--- config.mk ---
export PLATFORM = sky130hd
export DESIGN_NAME = fsar_resolver
export DESIGN_NICKNAME = d
export VERILOG_FILES = /design/src/design/fsar_pkg.sv /design/src/design/fsar_resolver.sv
export VERILOG_INCLUDE_DIRS = /design/src /design/src/design
export SDC_FILE = /design/constraint.sdc
export NUM_CORES = 1
export LEC_CHECK = 0
export ABC_CLOCK_PERIOD_IN_PS = 4630
export BUFFER_PORTS_ARGS = -buffer_cell sky130_fd_sc_hd__buf_2
export CORE_MARGIN = 4
export CORE_UTILIZATION = 30
export CTS_CLUSTER_DIAMETER = 30
export CTS_CLUSTER_SIZE = 40
export DETAILED_ROUTE_END_ITERATION = 6
export GPL_ROUTABILITY_DRIVEN = 0
export GPL_TIMING_DRIVEN = 0
export SYNTH_ARGS = -nofsm -noshare
export SYNTH_HDL_FRONTEND = slang
export SYNTH_SLANG_ARGS = --single-unit
--- constraint.sdc ---
create_clock -name sys_clk -period 4.63 [get_ports sys_clk]
set_input_delay 0.926 -clock sys_clk [delete_from_list [all_inputs] [get_ports sys_clk]]
set_output_delay 0.926 -clock sys_clk [all_outputs]
set_load 0.005 [all_outputs]
--- src/design/fsar_map.svh ---
`ifndef FSAR_MAP_SVH
`define FSAR_MAP_SVH

// register indices; byte address is four times the index
`define FSAR_IDX_IGMP_MLD   6'h0c
`define FSAR_IDX_ARP        6'h0d
`define FSAR_IDX_PORT0      6'h13
`define FSAR_IDX_PORT5      6'h18
`define FSAR_IDX_RESERVED   6'h3e
`define FSAR_IDX_STATUS     6'h30

`define FSAR_IDX_MSB        7
`define FSAR_IDX_LSB        2
`define FSAR_BYTE_OFS       2'b00

// attribute bits in the three attribute config registers
`define FSAR_SPAN_BIT       0
`define FSAR_MGMT_BIT       1
`define FSAR_XVLAN_BIT      2
`define FSAR_ATTR_LSB       0
`define FSAR_NUM_ATTR       3

// spanning state field in each port config register
`define FSAR_PSTATE_MSB     1
`define FSAR_PSTATE_LSB     0
`define FSAR_NUM_PORTS      6
`define FSAR_LAST_PORT      3'h5

`define FSAR_ATTR_CFG_RST   16'h0000
`define FSAR_PORT_CFG_RST   16'h0003
`define FSAR_REG_W          16
`define FSAR_BUS_W          32

// ipv4 group management matcher
`define FSAR_V4_MCAST_OUI   24'h01005e
`define FSAR_ETYPE_IPV4     16'h0800
`define FSAR_IP_VER4        4'h4
`define FSAR_PROTO_GRP      8'h02

`endif

--- src/design/fsar_pkg.sv ---
package fsar_pkg;

  typedef enum logic [3:0] {
    cls_other                       = 4'h0,
    cls_bpdu                        = 4'h1,
    cls_slow                        = 4'h2,
    port_auth_class                 = 4'h3,
    reserved_range_a_class          = 4'h4,
    reserved_range_b_class          = 4'h5,
    attribute_registration_class    = 4'h6,
    reserved_range_c_class          = 4'h7,
    reserved_range_d_class          = 4'h8,
    cls_arp                         = 4'h9,
    cls_rarp                        = 4'ha,
    ipv4_group_mgmt_class           = 4'hb,
    listener_discovery_v4type_class = 4'hc,
    listener_discovery_v6type_class = 4'hd
  } fsar_class_t;

  typedef enum logic [1:0] {
    grp_other = 2'b00,
    grp_rsv   = 2'b01,
    grp_arp   = 2'b10,
    grp_igmp  = 2'b11
  } fsar_grp_t;

  typedef enum logic [1:0] {
    pst_disabled   = 2'b00,
    pst_blocking   = 2'b01,
    pst_learning   = 2'b10,
    pst_forwarding = 2'b11
  } fsar_pstate_t;

endpackage

--- src/design/fsar_resolver.sv ---
`timescale 1ns/10ps
`include "fsar_map.svh"
// Notes on behaviour
// - every port holds one of four states
// - port state comes from port config field
// - span frames pass except on disabled ports
// - reserved classes span: tag, table, control, reg
// - arp span: valid tag bit else arp reg
// - group classes span: tag else group reg
// - other span: tag else table, else none
// - management frames get reserved buffer space
// - management frames skip rate, storm, discard
// - reserved classes mgmt: tag, table, control, reg
// - arp mgmt: valid tag bit else arp reg
// - group classes mgmt: tag else group reg
// - other mgmt: tag else table, else none
// - cross-vlan frames bypass boundary and violation
// - reserved classes xvlan: tag, table, control, reg
// - arp xvlan: valid tag bit else arp reg
// - group classes xvlan: tag else group reg
// - other xvlan: tag else table, else none
// - ipv4 group class from da, type, version, protocol
module fsar_resolver
  import fsar_pkg::*;
(
  input  wire logic        sys_clk,
  input  wire logic        rst,
  input  wire logic        psel,
  input  wire logic        penable,
  input  wire logic        pwrite,
  input  wire logic [7:0]  paddr,
  input  wire logic [31:0] pwdata,
  output logic [31:0]      prdata,
  output logic             pready,
  output logic             pslverr,
  input  wire logic        frm_valid,
  input  wire logic [3:0]  frm_class,
  input  wire logic [2:0]  frm_src_port,
  input  wire logic [47:0] frm_da,
  input  wire logic [15:0] frm_ethertype,
  input  wire logic [3:0]  frm_ip_version,
  input  wire logic [7:0]  frm_ip_proto,
  input  wire logic        tag_span,
  input  wire logic        tag_span_valid,
  input  wire logic        tag_mgmt,
  input  wire logic        tag_mgmt_valid,
  input  wire logic        tag_vlan_bypass,
  input  wire logic        tag_vlan_bypass_override_valid,
  input  wire logic        lt_hit,
  input  wire logic        lt_span,
  input  wire logic        lt_mgmt,
  input  wire logic        lt_vlan_bypass,
  input  wire logic        ct_hit,
  input  wire logic        ct_span,
  input  wire logic        ct_mgmt,
  input  wire logic        ct_vlan_bypass,
  output logic             res_valid,
  output logic             res_span,
  output logic             res_mgmt,
  output logic             res_vlan_bypass,
  output logic             res_stp_drop,
  output logic             res_learn_allow,
  output logic             res_buf_reserve,
  output logic             res_rate_exempt,
  output logic             res_storm_exempt,
  output logic             res_discard_exempt,
  output logic             res_vlan_boundary_pass,
  output logic             res_violation_bypass,
  output logic [11:0]      spanning_port_state_field
);

  logic [15:0] igmp_mld_attribute_config_ff;
  logic [15:0] arp_attribute_config_ff;
  logic [15:0] reserved_address_attribute_config_ff;
  logic [15:0] port_spanning_state_config_ff [`FSAR_NUM_PORTS];

  logic        acc;
  logic        setup;
  logic        wr_en;
  logic [5:0]  idx;
  logic [2:0]  port_sel;
  logic        addr_hit;
  logic [15:0] rd_word;
  logic [31:0] prdata_ff;
  logic        err_ff;

  fsar_class_t  cls;
  fsar_grp_t    grp;
  fsar_pstate_t cur_state;
  logic         grp_match;
  logic [2:0]   tag_bit;
  logic [2:0]   tag_vld;
  logic [2:0]   lt_bit;
  logic [2:0]   ct_bit;
  logic [2:0]   nxt_attr;
  logic         nxt_drop;
  logic         nxt_learn;

  logic         res_valid_ff;
  logic [2:0]   attr_ff;
  logic         drop_ff;
  logic         learn_ff;
  fsar_pstate_t state_ff;
  fsar_class_t  class_ff;

  // apb slave: zero wait states, data prepared in the setup cycle
  assign setup = psel & ~penable;
  assign acc   = psel & penable;
  assign idx   = paddr[`FSAR_IDX_MSB:`FSAR_IDX_LSB];
  assign port_sel = 3'(idx - `FSAR_IDX_PORT0);
  assign wr_en = acc & pwrite & addr_hit;

  always_comb begin
    addr_hit = 1'b1;
    rd_word  = 16'h0000;
    if (paddr[1:0] != `FSAR_BYTE_OFS) begin
      addr_hit = 1'b0;
    end else begin
      case (idx)
        `FSAR_IDX_IGMP_MLD: rd_word = igmp_mld_attribute_config_ff;
        `FSAR_IDX_ARP:      rd_word = arp_attribute_config_ff;
        `FSAR_IDX_RESERVED: rd_word = reserved_address_attribute_config_ff;
        `FSAR_IDX_STATUS: begin
          rd_word = {5'h00, state_ff, drop_ff, attr_ff, res_valid_ff,
                     class_ff};
        end
        default: begin
          if (idx >= `FSAR_IDX_PORT0 && idx <= `FSAR_IDX_PORT5) begin
            rd_word = port_spanning_state_config_ff[port_sel];
          end else begin
            addr_hit = 1'b0;
          end
        end
      endcase
    end
  end

  always_ff @(posedge sys_clk) begin
    if (rst) begin
      prdata_ff <= 32'h0000_0000;
      err_ff    <= 1'b0;
    end else if (setup) begin
      prdata_ff <= {16'h0000, rd_word};
      err_ff    <= ~addr_hit;
    end
  end

  assign pready  = acc;
  assign pslverr = acc & err_ff;
  assign prdata  = prdata_ff;

  // status word is read only; writes to it are dropped silently
  always_ff @(posedge sys_clk) begin
    if (rst) begin
      igmp_mld_attribute_config_ff         <= `FSAR_ATTR_CFG_RST;
      arp_attribute_config_ff              <= `FSAR_ATTR_CFG_RST;
      reserved_address_attribute_config_ff <= `FSAR_ATTR_CFG_RST;
    end else if (wr_en) begin
      case (idx)
        `FSAR_IDX_IGMP_MLD: begin
          igmp_mld_attribute_config_ff <= pwdata[15:0];
        end
        `FSAR_IDX_ARP: begin
          arp_attribute_config_ff <= pwdata[15:0];
        end
        `FSAR_IDX_RESERVED: begin
          reserved_address_attribute_config_ff <= pwdata[15:0];
        end
        default: begin
        end
      endcase
    end
  end

  generate
    for (genvar p = 0; p < `FSAR_NUM_PORTS; p++) begin : g_port
      always_ff @(posedge sys_clk) begin
        if (rst) begin
          port_spanning_state_config_ff[p] <= `FSAR_PORT_CFG_RST;
        end else if (wr_en && idx == 6'(`FSAR_IDX_PORT0 + p)) begin
          port_spanning_state_config_ff[p] <= pwdata[15:0];
        end
      end
      assign spanning_port_state_field[2*p+1:2*p] =
        port_spanning_state_config_ff[p]
          [`FSAR_PSTATE_MSB:`FSAR_PSTATE_LSB];
    end
  endgenerate

  // group matcher overrides the external class for this one case
  assign grp_match = frm_da[47:24] == `FSAR_V4_MCAST_OUI
                   && frm_ethertype == `FSAR_ETYPE_IPV4
                   && frm_ip_version == `FSAR_IP_VER4
                   && frm_ip_proto == `FSAR_PROTO_GRP;
  assign cls = grp_match ? ipv4_group_mgmt_class
                         : fsar_class_t'(frm_class);

  always_comb begin
    case (cls)
      cls_bpdu, cls_slow, port_auth_class, reserved_range_a_class,
      reserved_range_b_class, attribute_registration_class,
      reserved_range_c_class, reserved_range_d_class: grp = grp_rsv;
      cls_arp, cls_rarp:                               grp = grp_arp;
      ipv4_group_mgmt_class, listener_discovery_v4type_class,
      listener_discovery_v6type_class:                 grp = grp_igmp;
      default:                                         grp = grp_other;
    endcase
  end

  assign tag_bit = {tag_vlan_bypass, tag_mgmt, tag_span};
  assign tag_vld = {tag_vlan_bypass_override_valid, tag_mgmt_valid,
                    tag_span_valid};
  assign lt_bit  = {lt_vlan_bypass, lt_mgmt, lt_span};
  assign ct_bit  = {ct_vlan_bypass, ct_mgmt, ct_span};

  // one priority chain per attribute: span, management, cross-vlan
  generate
    for (genvar a = 0; a < `FSAR_NUM_ATTR; a++) begin : g_attr
      always_comb begin
        case (grp)
          grp_rsv: begin
            if (tag_vld[a])
              nxt_attr[a] = tag_bit[a];
            else if (lt_hit)
              nxt_attr[a] = lt_bit[a];
            else if (ct_hit)
              nxt_attr[a] = ct_bit[a];
            else
              nxt_attr[a] = reserved_address_attribute_config_ff
                              [`FSAR_ATTR_LSB + a];
          end
          grp_arp: begin
            nxt_attr[a] = tag_vld[a] ? tag_bit[a]
                        : arp_attribute_config_ff
                            [`FSAR_ATTR_LSB + a];
          end
          grp_igmp: begin
            nxt_attr[a] = tag_vld[a] ? tag_bit[a]
                        : igmp_mld_attribute_config_ff
                            [`FSAR_ATTR_LSB + a];
          end
          default: begin
            // no control table or register fallback for other frames
            nxt_attr[a] = tag_vld[a] ? tag_bit[a]
                        : (lt_hit & lt_bit[a]);
          end
        endcase
      end
    end
  endgenerate

  // out of range source port is treated as disabled, the safe side
  always_comb begin
    if (frm_src_port <= `FSAR_LAST_PORT) begin
      cur_state = fsar_pstate_t'(port_spanning_state_config_ff
        [frm_src_port][`FSAR_PSTATE_MSB:`FSAR_PSTATE_LSB]);
    end else begin
      cur_state = pst_disabled;
    end
  end

  always_comb begin
    nxt_learn = 1'b0;
    case (cur_state)
      pst_disabled: nxt_drop = 1'b1;
      pst_forwarding: begin
        nxt_drop  = 1'b0;
        nxt_learn = 1'b1;
      end
      pst_learning: begin
        nxt_drop  = ~nxt_attr[`FSAR_SPAN_BIT];
        nxt_learn = 1'b1;
      end
      default: nxt_drop = ~nxt_attr[`FSAR_SPAN_BIT];
    endcase
  end

  // results held until the next frame; valid marks the new set
  always_ff @(posedge sys_clk) begin
    if (rst) begin
      res_valid_ff <= 1'b0;
    end else begin
      res_valid_ff <= frm_valid;
    end
  end

  always_ff @(posedge sys_clk) begin
    if (rst) begin
      attr_ff  <= 3'b000;
      drop_ff  <= 1'b0;
      learn_ff <= 1'b0;
      state_ff <= pst_disabled;
      class_ff <= cls_other;
    end else if (frm_valid) begin
      attr_ff  <= nxt_attr;
      drop_ff  <= nxt_drop;
      learn_ff <= nxt_learn;
      state_ff <= cur_state;
      class_ff <= cls;
    end
  end

  assign res_valid       = res_valid_ff;
  assign res_span        = attr_ff[`FSAR_SPAN_BIT];
  assign res_mgmt        = attr_ff[`FSAR_MGMT_BIT];
  assign res_vlan_bypass = attr_ff[`FSAR_XVLAN_BIT];
  assign res_stp_drop    = drop_ff;
  assign res_learn_allow = learn_ff;
  assign res_buf_reserve    = attr_ff[`FSAR_MGMT_BIT];
  assign res_rate_exempt    = attr_ff[`FSAR_MGMT_BIT];
  assign res_storm_exempt   = attr_ff[`FSAR_MGMT_BIT];
  assign res_discard_exempt = attr_ff[`FSAR_MGMT_BIT];
  assign res_vlan_boundary_pass = attr_ff[`FSAR_XVLAN_BIT];
  assign res_violation_bypass   = attr_ff[`FSAR_XVLAN_BIT];
endmodule

## After elaboration in Yosys (flattened, before gate mapping)

Memories as Yosys holds them, arrays and structs flattened.
Cells that the tools add are included.

- Register bits after elaboration: 77
- Memory bits (writable): 96
- ROM bits: 32
- Input port bits: 143
- Output and inout port bits: 58
- Logic and storage cells: 127
- Memories: 2

- Add/sub/neg operators: 1
- Order comparisons: 3
- Eq/ne operators: 19
- Mux-type cells: 57
- Bitwise operators: 17
- Reductions and logical operators: 17

Memories:

| memory | depth | width | read ports | clocked after memory_dff | write ports | line | source |
|---|---|---|---|---|---|---|---|
| port_spanning_state_config_ff | 6 | 16 | 8 | 0 | 6 | fsar_resolver.sv:75 | `` logic [15:0] port_spanning_state_config_ff [`FSAR_NUM_PORTS]; `` |
| (no name shown) | 16 | 2 | 1 | 0 | 0 | fsar_resolver.sv:199 | `case (cls)` |

Operators with widths:

| operator | number |
|---|---|
| 2-to-1 mux 16 bit | 8 |
| one-hot mux 16 bit (4 select lines) | 1 |
| 2-to-1 mux 1 bit | 42 |
| equality test 6 x 5 -> 1 bit (second input constant) | 6 |
| equality test 24 x 17 -> 1 bit (second input constant) | 1 |
| equality test 16 x 12 -> 1 bit (second input constant) | 1 |
| equality test 6 x 4 -> 1 bit (second input constant) | 2 |
| equality test 6 bit (second input constant) | 2 |
| logical AND 1 bit | 10 |
| one-hot mux 1 bit (3 select lines) | 3 |
| bitwise AND 1 bit | 8 |
| equality test 2 bit (second input constant) | 4 |
| equality test 8 x 2 -> 1 bit (second input constant) | 1 |
| greater-or-equal comparator 6 x 5 -> 1 bit (second input constant) | 1 |
| <= comparator 6 x 5 -> 1 bit (second input constant) | 1 |
| OR 1 bit | 6 |
| AND reduction 2 bit | 3 |
| equality test 4 x 3 -> 1 bit (second input constant) | 1 |
| 2-to-1 mux 4 bit | 1 |
| OR reduction 4 bit | 1 |
| <= comparator 3 bit (second input constant) | 1 |
| NOT 1 bit | 3 |
| subtractor 3 x 2 -> 3 bit (second input constant) | 1 |
| equality test 2 x 1 -> 1 bit (second input constant) | 1 |
| 5 further kinds | 5 |

## Depth between registers and ports, before layout

- Word-level depth: 11
- Mapped depth: 15
- Gate-level depth less buffers: 11

## Least setup slack after synthesis

Ideal clock, no wire load.

- Path type: input to register
- Start point: input paddr[2]
- End point: memory port_spanning_state_config_ff[5][0], enable pin
- Library setup time: 0.366 ns
- Arrival: 4.328 ns
- Data required time: 4.264 ns
- Setup slack: -0.064 ns
- Cell stages on the path: 12
- Path buffers: 4
- Cell sequence: clkbuf_1 clkbuf_1 clkbuf_1 inv_1 ha_1 nand3b_2 nor3_2 or4_1 buf_4 o2111ai_4 or4_4 nand2b_1

RTL lines:

| what | line | source |
|---|---|---|
| start: declaration | fsar_resolver.sv:31 | `input wire logic [7:0] paddr,` |
| end: declaration | fsar_resolver.sv:75 |  |

==> results.tsv <==
metric	value	unit
wirelength	25300	µm
internal_power	2.55	mW
fillers	2795	
die_height	177	µm
antenna_found_initial	2	
cts_resized	6	
ys_warn_count	0	
hold_buffers	0	
die_area	31200	µm²
start_kind	input port	
pwr_density_cell	329	nW/µm²
die_x	177	µm
nNetsFinal	1065	
via_per_inst	4.87	
rows	61	
grt_pass1_wl	38500	µm
fin_crit	4320	ps
path_class	in -> reg	
io_pins	201	
cts_root_buf	clkbuf_16	
status	finished, final reports clean	
port_buffers	140	
synth_edf_count	96	
worst_pin_slew	1040	ps
totalPowerFinal	3.41	mW
drc	0	
syn_inst	740	
postRouteAntennaNets	0	
power_frac_seq	0.497	
gr-total-overflow	0	
synth-seq-area-share	0.519	
synth_area_per_cell	11.5	µm²
drive_gt1_frac	0.289	
rsz0062_at_grt	no	
synthArstFlopShare	0	
finalSetupViolations	0	
clk-insertion-delay-late	430	ps
cp_max_fo	19	
p_sw_frac	0.251	
design.core.area	27900	µm²
end_kind	flop	
synth_cell_types	63	
p_leak	4.10	nW
post-cts-setup-buffer-count	0	
track_usage	0.161	
final-hold-violation-count	0	
syn_to_final_growth	21.6	%
syn-cell-area	8530	µm²
cts_tree	done	
ys_ff_latch	173	
cp-startpoint	paddr[2]	
p_clk_frac	0.395	
cp.arrival	4620	ps
skew	7.39	ps
final_cells	1305	
first_global_vias	6390	
drt-initial-drc-count	465	
via_count	6349	
setup_tns	0	ps
reg2reg_to	res_stp_drop$_SDFFE_PP0P_	
comb_power_share	0.108	
reg2regPathDepth	6	
relSlewSlack	0.305	
clkTransAtPathRegs	70	ps
multiInputGateArea	3680	µm²
cp.required	4930	ps
finalMaxSlewViolations	0	
hpwl	18800	µm
r2r-start	port_spanning_state_config_ff[2][0]$_SDFFCE_PN1P_	
vdd_drop_max	0.218	mV
maxCapViolCount	0	
regArea	4420	µm²
cp-endpoint	port_spanning_state_config_ff[0][6]$_SDFFCE_PN0P_	
clockBufferDepth	2	
worstHoldPathType	reg -> reg	
period_share	0.933	
placedCellCount	1274	
start_util	0.305	
clock_sinks	173	
wire_per_inst	19.4	µm
drt_pass1_iterations	5	
reg2reg_setup_slack	2250	ps
ys.flop_type	edfxtp_1	
fmax	0.231	GHz
htree_levels	4	
power_switching	0.854	mW
cts_buffers	17	
grt_max_degree	17	
==> critical path: stages <==
cell and delay (ps):
buf_2 180, clkbuf_4 340, inv_1 160, ha_1 390, nand3_1 240, nor2_2 400
or4_1 180, buf_4 160, o2111ai_4 260, nor3_2 210, nand2_2 160, nor3_4 360
clkbuf_1 430, and2_1 200
==> how the worst min path moves through the flow <==
stage	from	end	slack [ps]	cells after the start
3_5_place_dp	class_ff[2]$_SDFFE_PP0P_	class_ff[2]$_SDFFE_PP0P_	480	2
3_3_place_gp	class_ff[2]$_SDFFE_PP0P_	class_ff[2]$_SDFFE_PP0P_	470	2
2_1_floorplan	class_ff[2]$_SDFFE_PP0P_	class_ff[2]$_SDFFE_PP0P_	450	2
6_report	class_ff[2]$_SDFFE_PP0P_	class_ff[2]$_SDFFE_PP0P_	490	2
4_1_cts	class_ff[2]$_SDFFE_PP0P_	class_ff[2]$_SDFFE_PP0P_	490	2
5_1_grt	reserved_address_attribute_config_ff[15]$_SDFFE_PP0P_	reserved_address_attribute_config_ff[15]$_SDFFE_PP0P_	520	2
==> registers in the layout, summed over array words and instances, names as in the netlist <==
name	count
state_ff	2
class_ff	4
res_learn_allow	1
reserved_address_attribute_config_ff	16
prdata	16
arp_attribute_config_ff	16
attr_ff	3
err_ff	1
port_spanning_state_config_ff	96
res_stp_drop	1
igmp_mld_attribute_config_ff	16
res_valid	1
==> synth_stat cells (all sizes together), types with 3 or more instances <==
cell / n / share of area
a211oi: 5 / 0.0044
a21o: 4 / 0.0035
a21oi: 7 / 0.0045
a222oi: 5 / 0.0059
a22oi: 38 / 0.033
and2: 49 / 0.036
and3: 43 / 0.032
buf: 47 / 0.041
clkbuf: 34 / 0.015
dfxtp: 77 / 0.18
edfxtp: 96 / 0.34
ha: 9 / 0.013
inv: 10 / 0.0044
mux2i: 71 / 0.083
mux4: 18 / 0.048
nand2: 22 / 0.010
nand2b: 20 / 0.015
nand3: 15 / 0.0088
nor2: 80 / 0.036
nor2b: 5 / 0.0037
nor3: 11 / 0.011
nor4: 9 / 0.012
nor4b: 6 / 0.0076
o211ai: 12 / 0.011
o21ai: 15 / 0.0088
or4: 3 / 0.0031
==> cells in the final DEF, fill, tap and decap left out, types with 5 or more instances in the layout <==
cell type / n
inv_1: 9
dfxtp_1: 77
nor2b_1: 5
nand2_1: 21
nand3_1: 15
clkbuf_1: 29
a222oi_1: 5
buf_2: 144
nor2_1: 77
o211ai_1: 12
o21ai_0: 15
nand2b_1: 19
a211oi_1: 5
conb_1: 16
edfxtp_1: 96
clkbuf_16: 18
ha_1: 9
a21oi_1: 6
mux4_2: 18
nor4_1: 5
a22oi_1: 38
and2_1: 46
nor3_4: 5
mux2i_1: 71
and3_1: 43
buf_4: 37
==> cell families (layout without fill, tap and decap cells) <==
group | count (synthesis) | in the layout | share of synthesized area
adders and majority gates | 9 | 9 | 0.0132
muxes | 90 | 90 | 0.133
buffers and inverters | 91 | 262 | 0.0606
other | 1 | 17 | 0.000440
DFF | 173 | 173 | 0.519
and+or+nand+nor | 274 | 274 | 0.185
AOI/OAI and AO/OA | 101 | 101 | 0.0885
xor gates and xnor gates | 1 | 1 | 0.00103
==> final cells by class <==
class,instances,area share
clock buffers,19,0.0448
clock inverters,13,0.00845
well taps,378,0.0456
plain buffers,79,0.0460
inverters,10,0.00362
flip-flops and latches,173,0.427
multi-input cells,491,0.355
repair buffers,141,0.0691
diodes,1,0.000241
==> power by group through the flow <==
stage          Clock [mW]  Sequential, mW  Combinational [mW]
2_1_floorplan           0            1.72               0.202
3_3_place_gp            0            1.73               0.362
3_5_place_dp            0            1.73               0.367
4_1_cts              1.36            1.69               0.369
5_1_grt              1.44            1.70               0.399
6_report             1.35            1.69               0.367
==> through the flow <==
stage	worst slack [ps]	instance area [µm²]	utilization	hold WS, ps
after floorplan	104	8580	-	450
after global placement	-1600	9760	0.349	469
after detailed placement	-1110	9780	0.350	476
after CTS	17.5	10400	0.371	486
after global routing	14.9	10400	0.371	524
final	309	10400	0.371	491
==> routing by layer <==
metal	GRT usage	share of wire	routed length [µm]
met5	0	0.00051	13
met4	0.0403	0.013	329
met3	0.0276	0.054	1350
met2	0.266	0.49	12300
met1	0.222	0.45	11300
No activity file was read; power rests on OpenSTA's default activity.
